===== config.mk =====
export PLATFORM = sky130hd
export DESIGN_NAME = rso_top
export DESIGN_NICKNAME = d
export VERILOG_FILES = /design/src/logic/rso_buf.v /design/src/logic/rso_top.v
export VERILOG_INCLUDE_DIRS = /design/src /design/src/logic
export SDC_FILE = /design/constraint.sdc
export NUM_CORES = 1
export LEC_CHECK = 0
export ABC_CLOCK_PERIOD_IN_PS = 1700
export BUFFER_PORTS_ARGS = -buffer_cell sky130_fd_sc_hd__buf_4
export CAP_MARGIN = 20
export CORE_ASPECT_RATIO = 0.7
export CORE_MARGIN = 5
export CORE_UTILIZATION = 53
export CTS_CLUSTER_DIAMETER = 60
export DETAILED_ROUTE_END_ITERATION = 7
export HOLD_SLACK_MARGIN = 0.03
export PLACE_DENSITY = 0.79
export SYNTH_ARGS = -nofsm -noshare
export SYNTH_HDL_FRONTEND = slang
export SYNTH_SLANG_ARGS = --single-unit

===== constraint.sdc =====
create_clock -name CORE_CLK -period 1.7 [get_ports CORE_CLK]
set_input_delay 0.255 -clock CORE_CLK [delete_from_list [all_inputs] [get_ports CORE_CLK]]
set_output_delay 0.255 -clock CORE_CLK [all_outputs]
set_load 0.01 [all_outputs]

===== src/logic/rso_defs.vh =====
// Constants for the receive status output block
`ifndef RSO_DEFS_VH
`define RSO_DEFS_VH
`define RSO_NCH        8
`define RSO_WORD_W     3
`define RSO_BIT_NEG    0
`define RSO_BIT_POS    1
`define RSO_BIT_LOS    2
`define RSO_BUF_DEPTH  2
`define RSO_CNT_W      2
`define RSO_WORD_RST   3'h0
`endif


===== src/logic/rso_buf.v =====
// Two-entry buffer with valid and ready on both sides
`timescale 1ns/1ps
`include "rso_defs.vh"
module rso_buf #(
  parameter WIDTH = `RSO_WORD_W
) (
  // Clock and reset
  input  wire             clk,
  input  wire             rst_b,
  // Fill side
  input  wire             in_valid,
  output wire             in_ready,
  input  wire [WIDTH-1:0] in_data,
  // Drain side
  output wire             out_valid,
  input  wire             out_ready,
  output wire [WIDTH-1:0] out_data
);
  localparam [`RSO_CNT_W-1:0] FULL_CNT = `RSO_BUF_DEPTH;
  localparam [`RSO_CNT_W-1:0] ONE_CNT  = 2'h1;

  reg [WIDTH-1:0]      mem_reg [0:1];
  reg                  wr_ptr_reg;
  reg                  rd_ptr_reg;
  reg [`RSO_CNT_W-1:0] count_reg;
  reg [`RSO_CNT_W-1:0] count_next;
  reg                  ready_reg;
  wire                 push;
  wire                 pop;

  assign push      = in_valid && ready_reg;
  assign pop       = out_valid && out_ready;
  assign in_ready  = ready_reg;
  assign out_valid = (count_reg != 2'h0);
  assign out_data  = mem_reg[rd_ptr_reg];

  always @* begin
    count_next = count_reg;
    if (push && !pop) begin
      count_next = count_reg + ONE_CNT;
    end else if (pop && !push) begin
      count_next = count_reg - ONE_CNT;
    end
  end

  always @(posedge clk or negedge rst_b) begin
    if (!rst_b) begin
      mem_reg[0] <= {WIDTH{1'b0}};
      mem_reg[1] <= {WIDTH{1'b0}};
      wr_ptr_reg <= 1'b0;
      rd_ptr_reg <= 1'b0;
      count_reg  <= 2'h0;
      ready_reg  <= 1'b1;
    end else begin
      if (push) begin
        mem_reg[wr_ptr_reg] <= in_data;
        wr_ptr_reg          <= ~wr_ptr_reg;
      end
      if (pop) begin
        rd_ptr_reg <= ~rd_ptr_reg;
      end
      count_reg <= count_next;
      ready_reg <= (count_next != FULL_CNT);
    end
  end
endmodule


===== src/logic/rso_top.v =====
// Eight-channel receive status and data output logic
`timescale 1ns/1ps
`include "rso_defs.vh"
module rso_top #(
  parameter NCH = `RSO_NCH
) (
  // Core clock and reset
  input  wire           CORE_CLK,
  input  wire           RST_B,
  // Mode pins, shared by all channels
  input  wire           SINGLE_RAIL,
  input  wire           AMI_SELECT,
  input  wire           RX_MUTE_CONTROL,
  input  wire           RX_CLOCK_EDGE_SELECT,
  // Recovered line side, per channel
  input  wire [NCH-1:0] RECOVERED_CLK,
  input  wire [NCH-1:0] RECOVERED_POS,
  input  wire [NCH-1:0] RECOVERED_NEG,
  input  wire [NCH-1:0] LOSS_DETECT,
  // Framer side, per channel
  input  wire [NCH-1:0] FRAMER_READY,
  output wire [NCH-1:0] RX_ACCEPT,
  output wire [NCH-1:0] RX_CLK_OUT,
  output wire [NCH-1:0] POSITIVE_RAIL_OUT,
  output wire [NCH-1:0] NEGATIVE_RAIL_OUT,
  output wire [NCH-1:0] LOSS_OF_SIGNAL_FLAG
);
  // Mode pin synchronisers
  reg  [3:0] mode_s1_reg;
  reg  [3:0] mode_s2_reg;
  wire       single_rail;
  wire       ami_sel;
  wire       rx_mute_control;
  wire       rx_clock_edge_select;

  always @(posedge CORE_CLK or negedge RST_B) begin
    if (!RST_B) begin
      mode_s1_reg <= 4'h0;
      mode_s2_reg <= 4'h0;
    end else begin
      mode_s1_reg <= {RX_CLOCK_EDGE_SELECT, RX_MUTE_CONTROL, AMI_SELECT, SINGLE_RAIL};
      mode_s2_reg <= mode_s1_reg;
    end
  end

  assign single_rail          = mode_s2_reg[0];
  assign ami_sel              = mode_s2_reg[1];
  assign rx_mute_control      = mode_s2_reg[2];
  assign rx_clock_edge_select = mode_s2_reg[3];

  genvar ch;
  generate
    for (ch = 0; ch < NCH; ch = ch + 1) begin : g_ch
      reg                    clk_s1_reg;
      reg                    clk_s2_reg;
      reg                    clk_s3_reg;
      reg  [2:0]             dat_s1_reg;
      reg  [2:0]             dat_s2_reg;
      reg                    last_pol_reg;
      reg                    seen_mark_reg;
      reg                    fr_s1_reg;
      reg                    fr_s2_reg;
      reg                    rclk_reg;
      reg                    pos_reg;
      reg                    neg_reg;
      reg                    los_reg;
      reg                    code_violation_flag;
      reg  [`RSO_WORD_W-1:0] word;
      wire                   rise;
      wire                   fall;
      wire                   upd;
      wire                   pos_in;
      wire                   neg_in;
      wire                   los_in;
      wire                   mark;
      wire                   muted;
      wire                   buf_valid;
      wire [`RSO_WORD_W-1:0] buf_data;
      wire                   pop;

      // Two flip-flops ahead of any logic, third stage for edges
      always @(posedge CORE_CLK or negedge RST_B) begin
        if (!RST_B) begin
          clk_s1_reg <= 1'b0;
          clk_s2_reg <= 1'b0;
          clk_s3_reg <= 1'b0;
          dat_s1_reg <= 3'h0;
          dat_s2_reg <= 3'h0;
          fr_s1_reg  <= 1'b0;
          fr_s2_reg  <= 1'b0;
        end else begin
          clk_s1_reg <= RECOVERED_CLK[ch];
          clk_s2_reg <= clk_s1_reg;
          clk_s3_reg <= clk_s2_reg;
          dat_s1_reg <= {LOSS_DETECT[ch], RECOVERED_POS[ch], RECOVERED_NEG[ch]};
          dat_s2_reg <= dat_s1_reg;
          fr_s1_reg  <= FRAMER_READY[ch];
          fr_s2_reg  <= fr_s1_reg;
        end
      end

      assign rise   = clk_s2_reg && !clk_s3_reg;
      assign fall   = !clk_s2_reg && clk_s3_reg;
      assign neg_in = dat_s2_reg[0];
      assign pos_in = dat_s2_reg[1];
      assign los_in = dat_s2_reg[2];
      assign mark   = pos_in ^ neg_in;
      assign muted  = rx_mute_control && los_in;

      // Violation check on each recovered bit
      always @* begin
        code_violation_flag = 1'b0;
        if (pos_in && neg_in) begin
          code_violation_flag = 1'b1;
        end else if (ami_sel && mark && seen_mark_reg && (pos_in == last_pol_reg)) begin
          code_violation_flag = 1'b1;
        end
      end

      always @* begin
        word = `RSO_WORD_RST;
        word[`RSO_BIT_LOS] = los_in;
        if (!muted) begin
          word[`RSO_BIT_POS] = single_rail ? (pos_in | neg_in) : pos_in;
          word[`RSO_BIT_NEG] = single_rail ? code_violation_flag : neg_in;
        end
      end

      // Polarity of the last mark, for bipolar violations
      always @(posedge CORE_CLK or negedge RST_B) begin
        if (!RST_B) begin
          last_pol_reg  <= 1'b0;
          seen_mark_reg <= 1'b0;
        end else if (rise && mark) begin
          last_pol_reg  <= pos_in;
          seen_mark_reg <= 1'b1;
        end
      end

      rso_buf #(
        .WIDTH (`RSO_WORD_W)
      ) u_buf (
        .clk       (CORE_CLK),
        .rst_b     (RST_B),
        .in_valid  (rise),
        .in_ready  (RX_ACCEPT[ch]),
        .in_data   (word),
        .out_valid (buf_valid),
        .out_ready (upd && fr_s2_reg),
        .out_data  (buf_data)
      );

      assign upd = rx_clock_edge_select ? fall : rise;
      assign pop = upd && fr_s2_reg && buf_valid;

      // Output flops, one update per recovered clock period
      always @(posedge CORE_CLK or negedge RST_B) begin
        if (!RST_B) begin
          rclk_reg <= 1'b0;
          pos_reg  <= 1'b0;
          neg_reg  <= 1'b0;
          los_reg  <= 1'b0;
        end else begin
          rclk_reg <= clk_s2_reg;
          if (pop) begin
            pos_reg <= buf_data[`RSO_BIT_POS];
            neg_reg <= buf_data[`RSO_BIT_NEG];
            los_reg <= buf_data[`RSO_BIT_LOS];
          end
        end
      end

      assign RX_CLK_OUT[ch]          = rclk_reg;
      assign POSITIVE_RAIL_OUT[ch]   = pos_reg;
      assign NEGATIVE_RAIL_OUT[ch]   = neg_reg;
      assign LOSS_OF_SIGNAL_FLAG[ch] = los_reg;
    end
  endgenerate
endmodule


Yosys cells after proc, flatten, opt, wreduce, memory -nomap -nowiden
Index checks and enable logic that the tools add are counted.
{"block": "totals", "out_inout_bits": 40, "elab_cells": 514, "register_bits": 224}
{"block": "op_classes", "add_sub_neg": 16, "order_cmp": 24, "reduce_logical": 152, "mux": 112, "bitwise_logic": 48, "n_eq_ne": 16}
{"operator": "1-bit logical AND", "count": 112}
{"operator": "3-bit two-way mux", "count": 32}
{"operator": "6-bit bitwise mux", "count": 8}
{"operator": "2-bit two-way mux", "count": 24}
{"operator": "1-bit two-way mux", "count": 40}
{"operator": "2-bit greater-or-equal comparator, second input constant", "count": 16}
{"operator": "1-bit logical NOT", "count": 32}
{"operator": "1-bit NOT with 2-bit output", "count": 16}
{"operator": "3-bit demux with 1-bit select", "count": 8}
{"operator": "2-bit by 1-bit adder with 2-bit output, second input constant", "count": 8}
{"operator": "2-bit by 1-bit less-than comparator with 1-bit output, second input constant", "count": 8}
{"operator": "2-bit inequality test, second input constant", "count": 8}
{"operator": "1-bit NOT", "count": 16}
{"operator": "2-bit nonzero test", "count": 8}
{"operator": "2-bit by 1-bit subtractor with 2-bit output, second input constant", "count": 8}
{"operator": "1-bit equality test", "count": 8}
{"operator": "1-bit OR", "count": 8}
{"operator": "1-bit XOR", "count": 8}

Longest topological paths before layout
{"block": "logic_depth", "word_depth": 9, "depth_mapped": 7, "mapped_depth_nobuf": 6}

Hierarchy
Synthesis repeated with hierarchy kept, for this count alone.
{"block": "unflattened", "hier_cells": 655, "area_unflattened_um2": 9171.3}
{"mod": "rso_top", "area_per_inst_um2": 5093.6, "seq_area_each_um2": 3403.3, "instances": 1, "cells_each": 351}
{"mod": "rso_buf at g_ch[0].u_buf ...", "area_per_inst_um2": 509.2, "seq_area_each_um2": 276.5, "instances": 7, "cells_each": 38}
{"mod": "rso_buf at g_ch[7].u_buf", "area_per_inst_um2": 513.0, "seq_area_each_um2": 276.5, "instances": 1, "cells_each": 38}

Least setup slack after synthesis
OpenSTA, ideal clock, no wires.
{"block": "synth_path", "kind": "register -> register", "startpoint": "reg mode_s2_reg[3]", "endpoint": "reg g_ch[3].u_buf.count_reg[0]", "slack_ns": 0.127, "required_ns": 1.577, "synth_period_minus_slack_ns": 1.573, "stages_incl_launch_ff": 7, "arrival_ns": 1.449, "path_cell_list": "dfrtp_1 -> buf_6 -> or3b_1 -> a21o_1 -> buf_6 -> o21a_1 -> xnor2_1"}
{"block": "synth_via", "elab_chain_cells": 6, "word_cells_on_any_way": 8, "cone_classes": "mux (3); reduce/logical (5)"}
{"element": "start: declaration", "line": "rso_top.v:30", "rtl": "reg [3:0] mode_s2_reg;"}
{"element": "start signal: assignment", "line": "rso_top.v:42", "rtl": "mode_s2_reg <= mode_s1_reg;"}
{"element": "1-bit two-way mux *", "line": "rso_top.v:153", "rtl": "assign upd = rx_clock_edge_select ? fall : rise;"}
{"element": "1-bit logical AND *", "line": "rso_top.v:149", "rtl": ".out_ready (upd && fr_s2_reg),"}
{"element": "1-bit logical AND *", "line": "rso_buf.v:32", "rtl": "assign pop = out_valid && out_ready;"}
{"element": "1-bit logical AND / 1-bit logical NOT (equally long branches)", "line": "rso_buf.v:41, rso_buf.v:39"}
{"element": "2-bit two-way mux / 1-bit logical AND (equally long branches)", "line": "rso_buf.v:41, rso_buf.v:39"}
{"element": "2-bit two-way mux *", "line": "rso_buf.v:39", "rtl": "if (push && !pop) begin"}
{"element": "named net g_ch[3].u_buf.count_next[0]", "line": "rso_buf.v:26", "rtl": "reg [`RSO_CNT_W-1:0] count_next;"}
{"element": "end signal: assignment", "line": "rso_buf.v:62", "rtl": "count_reg <= count_next;"}
{"element": "end: declaration", "line": "rso_buf.v:25", "rtl": "reg [`RSO_CNT_W-1:0] count_reg;"}
The timed path passes the listed nets; every way through them passes the cells marked *.
A chain may end at the register's enable or synchronous reset.

Final worst setup path
{"block": "layout_path", "startpoint": "reg mode_s2_reg[3]", "endpoint": "reg g_ch[7].u_buf.count_reg[1]"}
{"block": "layout_via", "elab_chain_cells": 6, "word_cells_on_any_way": 8, "cone_classes": "mux (3); reduce/logical (5)"}
{"element": "1-bit two-way mux *", "line": "rso_top.v:153"}
{"element": "1-bit logical AND *", "line": "rso_top.v:149"}
{"element": "1-bit logical AND *", "line": "rso_buf.v:32"}
{"element": "1-bit logical AND / 1-bit logical NOT (equally long branches)", "line": "rso_buf.v:41, rso_buf.v:39"}
{"element": "2-bit two-way mux / 1-bit logical AND (equally long branches)", "line": "rso_buf.v:41, rso_buf.v:39"}
{"element": "2-bit two-way mux *", "line": "rso_buf.v:39"}
{"element": "named net g_ch[7].u_buf.count_next[1]", "line": "rso_buf.v:26"}
{"element": "end signal: assignment", "line": "rso_buf.v:62"}
{"element": "end: declaration", "line": "rso_buf.v:25"}
Marked as above.

==> run_summary.xml <==
<?xml version="1.0" encoding="UTF-8"?>
<metrics>
  <group name="run_status">
    <metric name="run_status" unit="">finished, final reports clean</metric>
  </group>
  <group name="yosys">
    <metric name="synth.distinct_cells" unit="">46</metric>
    <metric name="yosysTopAreaCellShare" unit="%">59.2</metric>
    <metric name="ys_top_cells_by_area" unit="">sky130_fd_sc_hd__dfrtp_1 (59%), sky130_fd_sc_hd__nand2_1 (4.5%), sky130_fd_sc_hd__o21ai_0 (4.1%)</metric>
    <metric name="yosys_warnings" unit="">0</metric>
    <metric name="synth_top_cell_by_area" unit="">sky130_fd_sc_hd__dfrtp_1</metric>
    <metric name="synth-edff-count" unit="">0</metric>
    <metric name="synthesis.area" unit="µm²">9140</metric>
    <metric name="postSynthCellCount" unit="">760</metric>
    <metric name="post_synth_arst_share" unit="%">100</metric>
    <metric name="synthesis.area_per_instance" unit="µm²">12.0</metric>
    <metric name="synthesis.nets" unit="">830</metric>
    <metric name="synth_seq_area_share" unit="%">61.5</metric>
    <metric name="yosys_register_bits" unit="">224</metric>
    <metric name="synthFlopType" unit="">sky130_fd_sc_hd__dfrtp_1</metric>
  </group>
  <group name="detailed_routing">
    <metric name="ant_nets" unit="">0</metric>
    <metric name="via_count" unit="">5547</metric>
    <metric name="vias_per_cell" unit="">4.98</metric>
    <metric name="drc" unit="">0</metric>
    <metric name="drt-total-wl" unit="mm">16.2</metric>
    <metric name="detail_route.first_pass.iterations" unit="">4</metric>
    <metric name="drtIter0Drc" unit="">304</metric>
    <metric name="avgRoutedWirePerCell" unit="µm">14.5</metric>
  </group>
  <group name="power">
    <metric name="worst_ir_drop_vdd" unit="mV">0.860</metric>
    <metric name="clock_power_share" unit="%">28.2</metric>
    <metric name="leakage_dissipation" unit="nW">5.17</metric>
    <metric name="combinationalPowerShare" unit="%">24.5</metric>
    <metric name="power.net_switching" unit="mW">4.89</metric>
    <metric name="switching_share" unit="%">29.5</metric>
    <metric name="power.density" unit="nW/µm²">1500</metric>
    <metric name="internal_power" unit="mW">11.7</metric>
    <metric name="p_seq_share" unit="%">47.3</metric>
    <metric name="fin_total_pwr" unit="mW">16.6</metric>
  </group>
  <group name="layout">
    <metric name="n_fill_cell" unit="">1278</metric>
    <metric name="antenna_cells_inserted" unit="">0</metric>
    <metric name="final_util" unit="%">64.6</metric>
    <metric name="post_route_cells_drive_above_1_share" unit="%">21.2</metric>
    <metric name="largest_register_ffs" unit="">48</metric>
    <metric name="nNetsFinal" unit="">939</metric>
    <metric name="layout.cells.most_common" unit="">sky130_fd_sc_hd__dfrtp_1</metric>
    <metric name="layout.cells.most_common_list" unit="">sky130_fd_sc_hd__dfrtp_1 (216), sky130_fd_sc_hd__nand2_1 (110), sky130_fd_sc_hd__buf_4 (102)</metric>
    <metric name="finalInstanceArea" unit="µm²">11000</metric>
    <metric name="layout-area-overhead-vs-synth" unit="%">20.7</metric>
  </group>
  <group name="setup_path">
    <metric name="critical_path.endpoint_type" unit="">flip-flop</metric>
    <metric name="timing.rr.start" unit="">mode_s2_reg[3]</metric>
    <metric name="r2r.worst_path.cells" unit="">5</metric>
    <metric name="timing.critical_path.arrival" unit="ns">2.04</metric>
    <metric name="worstSetupStartpointType" unit="">flip-flop</metric>
    <metric name="critical_path.max_fanout" unit="">8</metric>
    <metric name="critPathKind" unit="">reg -&gt; reg</metric>
    <metric name="required" unit="ns">2.10</metric>
    <metric name="cp-startpoint" unit="">mode_s2_reg[3]</metric>
  </group>
  <group name="place">
    <metric name="dpl-instance-area" unit="µm²">9840</metric>
    <metric name="place.detailed.hpwl" unit="mm">10.9</metric>
    <metric name="place.port_buffers" unit="">85</metric>
    <metric name="routabilityCongestion" unit="">0.793</metric>
  </group>
  <group name="floorplan">
    <metric name="die-width" unit="µm">167</metric>
    <metric name="num_io_pins" unit="">86</metric>
    <metric name="floorplan.die_area" unit="µm²">20000</metric>
    <metric name="floorplan.core_area" unit="µm²">17100</metric>
    <metric name="row_count" unit="">40</metric>
    <metric name="floorplan.initialDensity" unit="%">53.5</metric>
    <metric name="vert_die_dim" unit="µm">120</metric>
  </group>
  <group name="timing">
    <metric name="finalHoldViolations" unit="">0</metric>
    <metric name="clock_period_minus_final_worst_setup_slack" unit="ns">1.65</metric>
    <metric name="rsz_0062_raised_after_global_routing" unit="">false</metric>
    <metric name="tightestPinTransition" unit="ns">0.624</metric>
    <metric name="finalSetupViolCount" unit="">0</metric>
    <metric name="maxSlewViolCount" unit="">0</metric>
    <metric name="period_share" unit="%">96.8</metric>
    <metric name="clock_skew" unit="ns">0.0189</metric>
    <metric name="smallest_hold_slack" unit="ns">0.257</metric>
    <metric name="headroom_to_the_max_slew_limit" unit="%">58.4</metric>
    <metric name="max_freq" unit="MHz">608</metric>
    <metric name="setup-tns-final" unit="ns">0</metric>
  </group>
  <group name="global_route">
    <metric name="grt.overflow.total" unit="">0</metric>
    <metric name="first_pass_grt_wire_length" unit="mm">27.6</metric>
    <metric name="grt_start_max_net_pins" unit="">62</metric>
    <metric name="globalRouteTotalUtil" unit="%">16.5</metric>
    <metric name="antenna_found_initial" unit="">0</metric>
    <metric name="via_count_of_the_first_global_routing_pass" unit="">5567</metric>
  </group>
  <group name="clock_tree">
    <metric name="cts_setup_buffers" unit="">0</metric>
    <metric name="cts.sink_count" unit="">224</metric>
    <metric name="h_tree_depth" unit="">1</metric>
    <metric name="max-clock-path-buffers" unit="">3</metric>
    <metric name="clk_transition_reported_paths" unit="ns">0.06</metric>
    <metric name="clock_latency_late_sink" unit="ns">0.50</metric>
    <metric name="numCtsBuffers" unit="">21</metric>
    <metric name="tritoncts" unit="">yes</metric>
    <metric name="cts-root-buf" unit="">sky130_fd_sc_hd__clkbuf_16</metric>
  </group>
  <group name="worst_hold_path">
    <metric name="class_of_the_tightest_hold_or_removal_check" unit="">in -&gt; async</metric>
  </group>
  <group name="run">
    <metric name="max_cap_violations" unit="">0</metric>
  </group>
</metrics>
==> per-layer routing <==
metal | vias up | share of wire [%] | track usage (%)
met5 | - | 0 | 1.79
met4 | 0 | 2.0 | 3.73
met2 | 99 | 46 | 25.7
met3 | 25 | 4.2 | 3.06
li1 | 2759 | - | -
met1 | 2664 | 48 | 24.2
==> path summary, 6_finish.rpt <==
path,endpoint,slack (ns)
max reg2reg,g_ch[7].u_buf.count_reg[1],0.05
min in group CORE_CLK,g_ch[0].fr_s2_reg,0.34
min,g_ch[0].pos_reg,0.26
min reg2reg,g_ch[0].fr_s2_reg,0.34
max in group asynchronous,g_ch[2].u_buf.in_ready,0.76
max,g_ch[7].u_buf.count_reg[1],0.05
==> through the flow <==
| stage | std cells | worst slack, ns |
|---|---|---|
| final | 1114 | 0.0543 |
| after global routing | 1114 | 0.00117 |
| after CTS | 1114 | 0.0276 |
| after detailed placement | 1032 | 0.0574 |
| after global placement | 1032 | 0.117 |
| after floorplan | 760 | 0.127 |
==> cells in the mapped netlist (all sizes together), types with 2 or more instances <==
library cell  number
o31ai              7
buf               60
o22ai              2
a21oi              2
nand3              3
dfstp              8
xor2               2
o211ai             5
clkbuf             6
mux2              17
or3b               5
and3b              8
nand2            110
nor3b              4
xnor2             24
and2               2
o21bai             3
or3                3
mux2i             33
nor2               7
ha                24
nor4b              3
a41oi              8
a2bb2oi            5
o21a               9
nand2b            18
o22a               2
inv               37
dfrtp            216
a22oi              2
nand3b            16
a21o              13
or2                3
nor2b              6
a221o              2
o221ai             2
o221a              3
o21ai             77
==> kinds of logic (layout without fill, tap and decap cells) <==
kind of cell	Yosys count	in the layout	synth area share, %
fa+ha+maj	24	24	3.29
xor+xnor	26	26	2.49
simple gates	190	190	10.5
buf+inv	103	226	6.37
compound gates	143	143	10.2
flops	224	224	61.5
mux	50	50	5.71
==> area by class of cell <==
cell class / count / area, µm² / area share, %
tap: 231 / 289 / 2.62
clock buffer: 25 / 571 / 5.17
clock inverter: 12 / 119 / 1.08
multi-input combinational: 433 / 2980 / 27.0
sequential: 224 / 5620 / 50.9
inverter: 37 / 139 / 1.26
timing repair buffer: 152 / 1310 / 11.9
==> power groups by stage <==
| stage | clock network, mW | logic (mW) | registers [mW] |
|---|---|---|---|
| 2_1_floorplan | 0 | 3.41 | 7.48 |
| 3_3_place_gp | 0 | 3.81 | 7.88 |
| 3_5_place_dp | 0 | 3.96 | 7.92 |
| 4_1_cts | 4.81 | 4.06 | 7.84 |
| 5_1_grt | 5.00 | 4.61 | 8.04 |
| 6_report | 4.67 | 4.06 | 7.84 |
==> worst max-delay path, stage by stage, from the launching register on <==
cell and delay, ns:
sky130_fd_sc_hd__dfrtp_1 0.38, sky130_fd_sc_hd__buf_4 0.17, sky130_fd_sc_hd__or3b_1 0.36, sky130_fd_sc_hd__a21o_1 0.24
sky130_fd_sc_hd__o21a_1 0.19, sky130_fd_sc_hd__o31ai_2 0.22
==> what timing repair did <==
item | in CTS | in global routing
resized for setup | 0 | 9
endpoints found under the setup margin | 0 | 8
hold endpoints to repair | 173 | 0
hold buffers | 45 | 0
Note: power is estimated with default switching activity, not from simulation.
